--- src/rtl/sscs_pkg.sv ---
// Purpose: Shared constants and types for the system clock source select.
// Assumes: 20 MHz bus clock, AXI4-Lite register access.
// Notes: Offsets are byte addresses of 32-bit words.
package sscs_pkg;
  // ****************************************
  // Clock and timing
  // ****************************************
  localparam int CLK_PERIOD_NS = 50;
  localparam int XTAL_BIAS_NS = 100000;
  localparam int XTAL_BIAS_CYC = (XTAL_BIAS_NS + CLK_PERIOD_NS - 1) /
                                 CLK_PERIOD_NS;
  // ****************************************
  // Register map
  // ****************************************
  localparam logic [7:0] INT_CTRL_OFS = 8'h00;
  localparam logic [7:0] INT_CAL_OFS = 8'h04;
  localparam logic [7:0] EXT_CTRL_OFS = 8'h08;
  localparam logic [7:0] SRC_SEL_OFS = 8'h0C;
  localparam logic [7:0] STATUS_OFS = 8'h10;
  // Field positions
  localparam int DIV_LSB = 0;
  localparam int INT_EN_BIT = 2;
  localparam int DRIVE_LSB = 0;
  localparam int EXT_EN_BIT = 3;
  localparam int XVALID_BIT = 7;
  localparam int ACT_SRC_LSB = 0;
  localparam int ACT_DIV_LSB = 2;
  localparam int PEND_BIT = 4;
  // Reset values
  localparam logic [1:0] DIV_RESET = 2'h3;
  localparam logic INT_EN_RESET = 1'b1;
  localparam logic [7:0] FACTORY_TRIM_DEF = 8'h80;
  localparam logic [2:0] DRIVE_RESET = 3'h0;
  // AXI responses
  localparam logic [1:0] RESP_OKAY = 2'h0;
  localparam logic [1:0] RESP_SLVERR = 2'h2;

  typedef enum logic [1:0] {
    SRC_SCALED = 2'b00,
    SRC_DIRECT = 2'b01,
    SRC_EXT = 2'b10
  } sscs_src_type;

  typedef struct packed {
    logic int_en;
    logic [1:0] internal_clock_divide_select;
    logic [7:0] int_trim;
    logic ext_en;
    logic [2:0] external_osc_drive_select;
  } sscs_osc_cfg_type;
endpackage

--- src/rtl/sscs_clock_select.sv ---
// Purpose: System clock source and divider selection with crystal check.
// Assumes: Oscillator edges arrive as one-cycle ticks synchronous to aclk.
// Notes on behaviour
// - After reset the system clock comes from the internal oscillator.
// - Sources: external oscillator, internal direct, internal scaled.
// - Divider field scales internal oscillator by one, two, four, eight.
// - Divider field resets to divide by eight.
// - Software enables internal oscillator and trims it separately.
// - Calibration resets to the factory trimmed value.
// - Crystal valid stays low until amplitude detector settles.
`timescale 1ns/10ps
module sscs_clock_select #(
  parameter logic [7:0] FACTORY_TRIM = sscs_pkg::FACTORY_TRIM_DEF,
  parameter int SETTLE_CYCLES = sscs_pkg::XTAL_BIAS_CYC
) (
  input wire logic aclk,
  input wire logic aresetn,
  input wire logic [7:0] s_axi_awaddr,
  input wire logic s_axi_awvalid,
  output logic s_axi_awready,
  input wire logic [31:0] s_axi_wdata,
  input wire logic [3:0] s_axi_wstrb,
  input wire logic s_axi_wvalid,
  output logic s_axi_wready,
  output logic [1:0] s_axi_bresp,
  output logic s_axi_bvalid,
  input wire logic s_axi_bready,
  input wire logic [7:0] s_axi_araddr,
  input wire logic s_axi_arvalid,
  output logic s_axi_arready,
  output logic [31:0] s_axi_rdata,
  output logic [1:0] s_axi_rresp,
  output logic s_axi_rvalid,
  input wire logic s_axi_rready,
  input wire logic int_osc_tick,
  input wire logic ext_osc_tick,
  input wire logic xtal_amp_ok,
  output sscs_pkg::sscs_osc_cfg_type osc_cfg,
  output sscs_pkg::sscs_src_type active_src,
  output logic sysclk_tick
);
  import sscs_pkg::*;
  if (SETTLE_CYCLES < 1 || SETTLE_CYCLES > 4095) begin : g_chk
    $error("SETTLE_CYCLES must lie in 1..4095");
  end
  // ****************************************
  // Bus slave
  // ****************************************
  logic aw_got_reg, w_got_reg;
  logic [7:0] waddr_reg;
  logic [31:0] wdata_reg;
  logic [3:0] wstrb_reg;
  logic [2:0] int_ctrl_reg;
  logic [7:0] int_cal_reg;
  logic [3:0] ext_ctrl_reg;
  logic [1:0] src_sel_reg;
  logic [1:0] cur_div_reg;
  logic xvalid_reg;
  logic [11:0] settle_cnt_reg;
  logic [2:0] div_cnt_reg;
  wire aw_fire = s_axi_awvalid && s_axi_awready;
  wire w_fire = s_axi_wvalid && s_axi_wready;
  wire wr_go = aw_got_reg && w_got_reg && !s_axi_bvalid;
  wire wr_lane = wr_go && wstrb_reg[0];
  wire wr_int_ctrl = wr_lane && waddr_reg == INT_CTRL_OFS;
  wire wr_int_cal = wr_lane && waddr_reg == INT_CAL_OFS;
  wire wr_ext_ctrl = wr_lane && waddr_reg == EXT_CTRL_OFS;
  wire wr_src_sel = wr_lane && waddr_reg == SRC_SEL_OFS;
  wire wr_hit = waddr_reg == INT_CTRL_OFS || waddr_reg == INT_CAL_OFS ||
                waddr_reg == EXT_CTRL_OFS || waddr_reg == SRC_SEL_OFS ||
                waddr_reg == STATUS_OFS;
  wire ar_fire = s_axi_arvalid && s_axi_arready;
  wire pending;
  logic [31:0] rd_word;
  logic rd_hit;
  always_comb begin
    rd_word = 32'h0000_0000;
    rd_hit = 1'b1;
    case (s_axi_araddr)
      INT_CTRL_OFS: rd_word[2:0] = int_ctrl_reg;
      INT_CAL_OFS: rd_word[7:0] = int_cal_reg;
      EXT_CTRL_OFS: rd_word[7:0] = {xvalid_reg, 3'h0, ext_ctrl_reg};
      SRC_SEL_OFS: rd_word[1:0] = src_sel_reg;
      STATUS_OFS: rd_word[4:0] = {pending, cur_div_reg, active_src};
      default: rd_hit = 1'b0;
    endcase
  end
  // Address and data may arrive in either order; response waits for both
  always_ff @(posedge aclk) begin
    if (!aresetn) begin
      aw_got_reg <= 1'b0;
      w_got_reg <= 1'b0;
      waddr_reg <= 8'h00;
      wdata_reg <= 32'h0000_0000;
      wstrb_reg <= 4'h0;
      s_axi_awready <= 1'b0;
      s_axi_wready <= 1'b0;
      s_axi_bvalid <= 1'b0;
      s_axi_bresp <= RESP_OKAY;
    end else begin
      s_axi_awready <= !aw_got_reg && !aw_fire && !s_axi_bvalid && !wr_go;
      s_axi_wready <= !w_got_reg && !w_fire && !s_axi_bvalid && !wr_go;
      if (aw_fire) begin
        aw_got_reg <= 1'b1;
        waddr_reg <= s_axi_awaddr;
      end
      if (w_fire) begin
        w_got_reg <= 1'b1;
        wdata_reg <= s_axi_wdata;
        wstrb_reg <= s_axi_wstrb;
      end
      if (wr_go) begin
        aw_got_reg <= 1'b0;
        w_got_reg <= 1'b0;
        s_axi_bvalid <= 1'b1;
        s_axi_bresp <= wr_hit ? RESP_OKAY : RESP_SLVERR;
      end else if (s_axi_bvalid && s_axi_bready) begin
        s_axi_bvalid <= 1'b0;
      end
    end
  end

  always_ff @(posedge aclk) begin
    if (!aresetn) begin
      s_axi_arready <= 1'b0;
      s_axi_rvalid <= 1'b0;
      s_axi_rdata <= 32'h0000_0000;
      s_axi_rresp <= RESP_OKAY;
    end else begin
      s_axi_arready <= !s_axi_rvalid && !ar_fire;
      if (ar_fire) begin
        s_axi_rvalid <= 1'b1;
        s_axi_rdata <= rd_word;
        s_axi_rresp <= rd_hit ? RESP_OKAY : RESP_SLVERR;
      end else if (s_axi_rvalid && s_axi_rready) begin
        s_axi_rvalid <= 1'b0;
      end
    end
  end

  // ****************************************
  // Control registers
  // ****************************************
  // Trim is not range checked; software keeps the frequency legal
  always_ff @(posedge aclk) begin
    if (!aresetn) begin
      int_ctrl_reg <= {INT_EN_RESET, DIV_RESET};
      int_cal_reg <= FACTORY_TRIM;
      ext_ctrl_reg <= {1'b0, DRIVE_RESET};
      src_sel_reg <= SRC_SCALED;
    end else begin
      if (wr_int_ctrl) begin
        int_ctrl_reg <= wdata_reg[2:0];
      end
      if (wr_int_cal) begin
        int_cal_reg <= wdata_reg[7:0];
      end
      if (wr_ext_ctrl) begin
        ext_ctrl_reg <= wdata_reg[3:0];
      end
      if (wr_src_sel) begin
        src_sel_reg <= wdata_reg[1:0];
      end
    end
  end

  wire int_en = int_ctrl_reg[INT_EN_BIT];
  wire ext_en = ext_ctrl_reg[EXT_EN_BIT];
  // Copy shows reset values too, so the oscillator runs through reset
  always_ff @(posedge aclk) begin
    if (!aresetn) begin
      osc_cfg <= '{INT_EN_RESET, DIV_RESET, FACTORY_TRIM, 1'b0, DRIVE_RESET};
    end else begin
      osc_cfg.int_en <= int_en;
      osc_cfg.internal_clock_divide_select <= int_ctrl_reg[1:0];
      osc_cfg.int_trim <= int_cal_reg;
      osc_cfg.ext_en <= ext_en;
      osc_cfg.external_osc_drive_select <= ext_ctrl_reg[2:0];
    end
  end

  // ****************************************
  // Crystal valid detection
  // ****************************************
  // Any amplitude drop restarts the settling wait
  always_ff @(posedge aclk) begin
    if (!aresetn) begin
      settle_cnt_reg <= 12'h000;
      xvalid_reg <= 1'b0;
    end else if (!ext_en || !xtal_amp_ok) begin
      settle_cnt_reg <= 12'h000;
      xvalid_reg <= 1'b0;
    end else if (settle_cnt_reg == 12'(SETTLE_CYCLES - 1)) begin
      xvalid_reg <= 1'b1;
    end else begin
      settle_cnt_reg <= settle_cnt_reg + 12'h001;
    end
  end

  // ****************************************
  // Source mux and divider
  // ****************************************
  wire int_tick = int_osc_tick && int_en;
  wire ext_tick = ext_osc_tick && ext_en;
  wire [2:0] div_mask = 3'((4'h1 << cur_div_reg) - 4'h1);
  logic tick_next;
  always_comb begin
    case (active_src)
      SRC_SCALED: tick_next = int_tick && div_cnt_reg == div_mask;
      SRC_DIRECT: tick_next = int_tick;
      SRC_EXT: tick_next = ext_tick;
      default: tick_next = 1'b0;
    endcase
  end
  // A stopped source would never finish its cycle; let it switch at once
  wire src_idle = active_src == SRC_EXT ? !ext_en : !int_en;
  wire sel_legal = src_sel_reg != 2'b11;
  assign pending = sel_legal && (src_sel_reg != active_src ||
                   int_ctrl_reg[1:0] != cur_div_reg);
  wire switch_ok = pending && (tick_next || src_idle);
  always_ff @(posedge aclk) begin
    if (!aresetn) begin
      active_src <= SRC_SCALED;
      cur_div_reg <= DIV_RESET;
      div_cnt_reg <= 3'h0;
      sysclk_tick <= 1'b0;
    end else begin
      sysclk_tick <= tick_next;
      if (switch_ok) begin
        active_src <= sscs_src_type'(src_sel_reg);
        cur_div_reg <= int_ctrl_reg[1:0];
        div_cnt_reg <= 3'h0;
      end else if (int_tick) begin
        div_cnt_reg <= div_cnt_reg == div_mask ? 3'h0 : div_cnt_reg + 3'h1;
      end
    end
  end
endmodule

--- config.mk ---
export PLATFORM = sky130hd
export DESIGN_NAME = sscs_clock_select
export DESIGN_NICKNAME = d
export VERILOG_FILES = /design/src/rtl/sscs_pkg.sv /design/src/rtl/sscs_clock_select.sv
export SDC_FILE = /design/constraint.sdc
export NUM_CORES = 1
export LEC_CHECK = 0
export BUFFER_PORTS_ARGS = -buffer_cell sky130_fd_sc_hd__buf_4
export CAP_MARGIN = 0
export CORE_MARGIN = 10
export CORE_UTILIZATION = 50
export CTS_CLUSTER_DIAMETER = 150
export DETAILED_ROUTE_END_ITERATION = 6
export GPL_TIMING_DRIVEN = 0
export PLACE_DENSITY = 0.79
export SYNTH_ARGS = -nofsm -noshare
export SYNTH_HDL_FRONTEND = slang
export SYNTH_SLANG_ARGS = --single-unit
--- constraint.sdc ---
create_clock -name aclk -period 2.4 [get_ports aclk]
set_input_delay 0 -clock aclk [delete_from_list [all_inputs] [get_ports aclk]]
set_output_delay 0 -clock aclk [all_outputs]
set_load 0.01 [all_outputs]
==> summary.txt, run 1 <==
status: finished clean
worst-skew pair later-pin latency: 0.36 ns
Placed Cells incl. Taps: 608
Reg area: 1742 µm²
Clk pin slew, worst setup/hold paths: 0.09 ns
Initial Util: 0.5141
critical path data required time: 2.65 ns
global-route wire length before repair: 16070 µm
final core occ: 0.6728
Power per Cell Area: 585.3 nW/µm²
Worst-Margin Slew: 0.7610 ns
fill cell count: 594
CP Capture Type: flop
signal arrival time at the worst endpoint: 2.28 ns
Via-to-Cell Ratio: 5.080
H-tree Lvls: 3
Synth area leaders: dfxtp_1 (47%), nand2_1 (6.1%), buf_4 (5.2%)
Seq cells post-synth: 87
Final Skew: 0.01047 ns
P&R area growth vs syn: 30.87%
drc violations: 0
CTS Buf Count: 9
fin cells: 646
slew margin rel.: 0.4885
ANT nets after route: 0
Reg2Reg Launch Point: waddr_reg[0]
HP Start: s_axi_arvalid
Placer Congestion: 0.8439
# rows: 31
hold_ws: 0.05329 ns
multi-input logic area: 1792 µm²
share of post-route cells with drive strength above 1: 0.2176
via count: 3282
most common cell after layout, fill and taps aside: buf_4
Min Clock Period, post-route: 2.037 ns
YS warnings: 0
max reg flops: 15
share of the synthesized area in the top cell type: 0.4671
CTS root buf: clkbuf_8
Iter 0 DRT Violations: 152
sequential-to-total area share from yosys stat: 0.4671
Leakage: 2.083 nW
fin crit share: 0.8487
vias in the first global route: 3270
CTS tree: built
final antenna diode count: 0
most frequent cells in the layout: buf_4 (92), dfxtp_1 (87), nand2_1 (61)
Slew Limit Fails: 0
Post-synth EDFFs: 0
drt pass-1 iters: 5
TNS Setup: 0 ns
CTS max path bufs: 2
Sink Count: 87
VDD IR-drop max: 0.4089 mV
Hold Fails Final Rpt: 0
Avg WL per Cell: 14.86 µm
crit path from: waddr_reg[0]
top_reg_cell synth: dfxtp_1
R2R depth: 6
post-synthesis instance area: 3729 µm²
class of the worst hold path: primary input to flop
Core Footprint: 7253 µm²
Max Freq: 490.9 MHz
critical path type: flop to flop
largest area contributor in the netlist: dfxtp_1
largest net degree at the start of global routing: 15
Gate Count Post-Synth: 418
Final setup violation count: 0
gr usage total: 0.1746
Avg Inst Size Synth: 8.920 µm²
Startpoint Class: flop
HPWL Detailed: 6919 µm
max_cap viols: 0
WHS Path Cells: 3
Vert. Die Dim: 106.4 µm
IO Count: 121
Die ar.: 11310 µm²
die width: 106.4 µm
initial antenna violation count: 0
Nets: 606
GRT Residual Overflow: 0
post-synthesis async set-or-reset flop share: 0
Distinct cells, synth: 50
DRT Wirelength: 9602 µm
Crit Path Max Fanout: 8
RSZ-0062 raised after global routing: false
Port Buf Inserts: 66
## synthesized netlist by cell type, types with 3 or more instances
cell      instances
a21oi_1          28
a22oi_1           6
and2_1           15
buf_1             4
buf_4            26
clkbuf_1         11
dfxtp_1          87
inv_1             7
mux2i_1          19
nand2_1          61
nand2b_1         14
nand3_1          15
nand4_1           5
nor2_1           36
nor2b_1          14
nor3_1           12
o21ai_0           4
o41ai_1           3
xnor2_1           8
xor2_1            5
## timing repair
| action | CTS | global route |
|---|---|---|
| hold buffers | 22 | 0 |
| buffers inserted | 0 | 0 |
| hold endpoints to repair | 27 | 0 |
| resized for setup | 0 | 0 |
## layer usage
metal,GRT usage,vias up,part of all wire
li1,-,1630,-
met1,0.2004,1509,0.40
met2,0.2990,125,0.51
met3,0.05254,18,0.072
met4,0.06576,0,0.020
met5,0,-,0
## where the power goes
part	switching [W]	internal (W)
clock	0.000522	0.000566
sequential	0.0000240	0.00147
combinational	0.000134	0.000140
## metrics by stage
stage	power, W	cell area (µm²)	setup slack, ns
finish	0.002856	4880	0.3631
global route	0.002959	4880	0.2412
CTS	0.002859	4880	0.3685
detailed placement	0.001767	4442	0.3925
global placement	0.001762	4442	0.4517
floorplan	0.001675	3822	0.5630
## worst paths after layout
path	slack (ns)	to
setup / recovery	0.36	int_cal_reg[0]
hold / removal	0.05	s_axi_arready
hold reg to reg	0.46	wdata_reg[7]
setup reg to reg	0.36	int_cal_reg[0]
## worst max-delay path, cell delays in order (launching register included)
cell and delay, ns:
dfxtp_1 0.32, or4_4 0.56, nor4_4 0.49, nand3b_2 0.13, buf_6 0.17, mux2i_1 0.18, nor2b_1 0.07
## layout make-up
class                   instances  area share
clock buffers                  12     0.03385
inverters                       7    0.005385
plain buffers                  42     0.05385
repair buffers                 88      0.1467
multi-input cells             307      0.3672
well taps                      99     0.02538
flip-flops and latches         87      0.3569
clock inverters                 4     0.01077
## cells by family after synthesis
group                      count (synthesis)  synth area share
adders and majority gates                  2          0.006710
muxes                                     23           0.06913
AOI/OAI and AO/OA                         56           0.09631
buffers and inverters                     49           0.07752
other                                      1          0.001006
xor gates and xnor gates                  13           0.03054
DFF                                       87            0.4671
and+or+nand+nor                          187            0.2517
No activity file was read; power rests on OpenSTA's default activity.
==> inputs of run 2 (changes only) <==
- CORE_UTILIZATION: 50 -> 46
- PLACE_DENSITY: 0.79 -> 0.76
- clock period: 2.4 -> 1.6 ns (I/O delays scaled with it)
==> run 2 against run 1 <==
The run now ends with negative setup slack left. Sequential cell count stayed put. Worst setup slack worse by 0.50 ns. Maximum frequency is 18% higher. Clock skew hardly changed. Sequential share of layout area is 1.2 points lower. Non-clock buffer count is 13 higher. Sequential power is 50% higher. Critical path depth stayed put. Largest cell class unchanged. Highest routed layer unchanged.
==> summary.txt, run 2 (synthesized netlist as in run 1, its figures left out) <==
status: complete, but fails checks
violated checks: negative setup slack
Hold Fails Final Rpt: 0 (unchanged)
Crit Path Max Fanout: 4 (-4)
fill cell count: 622 (+4.7%)
signal arrival time at the worst endpoint: 1.99 ns (-0.29 ns)
Placer Congestion: 0.8224 (-2.5%)
slew margin rel.: 0.5716 (+0.08310)
Sequential Power Share: 0.539 (+0.016)
CTS max path bufs: 2 (unchanged)
HP Start: s_axi_araddr[3]
Avg WL per Cell: 15.38 µm (+3.5%)
max reg flops: 15 (unchanged)
die width: 110.0 µm (+3.5%)
Reg area: 1762 µm² (+1.1%)
FF-to-FF End: ext_ctrl_reg[1]
Sink Count: 87 (unchanged)
NetSw: 0.0009998 W (+47%)
Sw Share: 0.2406 (+0.002510)
multi-input logic area: 1911 µm² (+6.6%)
Max Freq: 576.9 MHz (+18%)
Die ar.: 12110 µm² (+7.0%)
WHS Path Cells: 4 (+1)
max_cap viols: 0 (unchanged)
Power per Cell Area: 814.3 nW/µm² (+39%)
class of the worst hold path: primary input to flop
gr usage total: 0.1676 (-0.006962)
crit path from: waddr_reg[1]
global-route wire length before repair: 15970 µm (-0.65%)
routed wl met3: 789 µm (+14%)
Core Footprint: 7807 µm² (+7.6%)
# rows: 32 (+3.2%)
Iter 0 DRT Violations: 165 (+8.6%)
CTS Buf Count: 9 (unchanged)
Via-to-Cell Ratio: 4.970 (-2.2%)
H-tree Lvls: 3 (unchanged)
share of post-route cells with drive strength above 1: 0.2814 (+0.06381)
worst-skew pair later-pin latency: 0.36 ns (about the same)
Final setup violation count: 20 (+20)
CTS tree: built
clock group share of total power: 0.359 (-0.022)
P&R area growth vs syn: 36.88%
Final Skew: 0.01037 ns (-0.0001006 ns)
via count: 3285 (+0.091%)
Startpoint Class: flop
Worst Hold End: s_axi_rdata[5]
R2R depth: 6 (unchanged)
VDD IR-drop max: 0.5221 mV (+28%)
HPWL Detailed: 7003 µm (+1.2%)
Highest Signal Layer: met4
DRT Wirelength: 10170 µm (+5.9%)
fin crit share: 1.083 (+0.2347)
initial antenna violation count: 1 (+1)
largest net degree at the start of global routing: 14 (-1)
vias in the first global route: 3243 (-0.83%)
worst reg2reg setup slack: -0.13 ns (-0.50 ns)
combinational share of power: 0.102 (+0.006)
Min Clock Period, post-route: 1.734 ns (-0.3034 ns)
final instance area: 5104 µm² (+4.6%)
drt pass-1 iters: 4 (-1)
Clk pin slew, worst setup/hold paths: 0.08 ns (about the same)
DP Area: 4456 µm² (+0.31%)
GRT Residual Overflow: 0 (unchanged)
Initial Util: 0.4776 (-0.03649)
ANT nets after route: 0 (unchanged)
Int Pwr: 0.003156 W (+45%)
most common cell after layout, fill and taps aside: buf_4
drc violations: 0 (unchanged)
Nets: 619 (+2.1%)
critical path data required time: 1.86 ns (-0.79 ns)
Port Buf Inserts: 66 (unchanged)
IO Count: 121 (unchanged)
Reg2Reg Launch Point: waddr_reg[1]
RSZ-0062 raised after global routing: true
Worst-Margin Slew: 0.6427 ns (-0.1183 ns)
Leakage: 2.191 nW (+5.2%)
CTS root buf: clkbuf_8
Slew Limit Fails: 0 (unchanged)
critical path type: flop to flop
met2 wire length: 5106 µm (+5.1%)
Setup WS post-layout: -0.1335 ns (-0.4966 ns)
Vert. Die Dim: 110.0 µm (+3.5%)
most frequent cells in the layout: buf_4 (103), dfxtp_1 (77), nand2_1 (60)
met1 WL: 4089 µm (+5.9%)
hold_ws: 0.04346 ns (-0.009827 ns)
CP Capture Type: flop
-- run 2: power groups by stage --
stage	sequential [W]	combinational, W	clock, W
after floorplan	0.00229	0.000225	0
after global placement	0.00229	0.000355	0
after detailed placement	0.00229	0.000362	0
after CTS	0.00224	0.000411	0.00152
after global routing	0.00225	0.000469	0.00161
final	0.00224	0.000425	0.00149
-- run 2: stage by stage --
| step | setup slack [ns] | util | total power [W] | instances | setup TNS (ns) |
|---|---|---|---|---|---|
| 2_1_floorplan | -0.1178 | - | 0.002512 | 443 | -1.165 |
| 3_3_place_gp | -0.2229 | 0.5707 | 0.002644 | 611 | -3.450 |
| 3_5_place_dp | -0.2812 | 0.5707 | 0.002653 | 611 | -4.703 |
| 4_1_cts | -0.2431 | 0.6329 | 0.004170 | 652 | -3.791 |
| 5_1_grt | -0.2097 | 0.6537 | 0.004328 | 661 | -3.349 |
| 6_report | -0.1335 | 0.6537 | 0.004156 | 661 | -1.789 |
-- run 2: metal layers --
metal  global-route usage  up-vias
li1                     -     1644
met1               0.1962     1520
met2               0.2722      107
met3              0.05514       14
met4              0.07900        0
met5                    0        -
-- run 2: how the worst max path moves through the flow --
stage	end	slack [ns]	cells past startpoint
finish	ext_ctrl_reg[1]	-0.13	6
global route	ext_ctrl_reg[2]	-0.21	6
CTS	ext_ctrl_reg[0]	-0.24	6
detailed placement	int_cal_reg[7]	-0.28	6
global placement	int_cal_reg[7]	-0.22	6
floorplan	int_cal_reg[7]	-0.12	6
-- run 2: repair_timing --
action | in CTS | in global routing
hold buffers | 23 | 0
endpoints found under the hold margin | 27 | 0
setup endpoints to repair | 28 | 30
pin swaps | 4 | 8
resized for setup | 10 | 29
buffers inserted | 4 | 8
-- run 2: critical path, cell delays in order, from the launching register on --
cell	delay, ns
dfxtp_1	0.32
or4_4	0.55
nor4_4	0.20
buf_4	0.20
nand3b_4	0.12
mux2i_1	0.19
nor2b_1	0.06
-- run 2: cell type report --
type	instances	area share
multi-input cells	307	0.3744
flip-flops and latches	87	0.3452
repair buffers	101	0.1606
plain buffers	42	0.05295
clock buffers	10	0.02697
well taps	102	0.02501
clock inverters	4	0.009316
inverters	7	0.005148
diodes	1	0.0004903
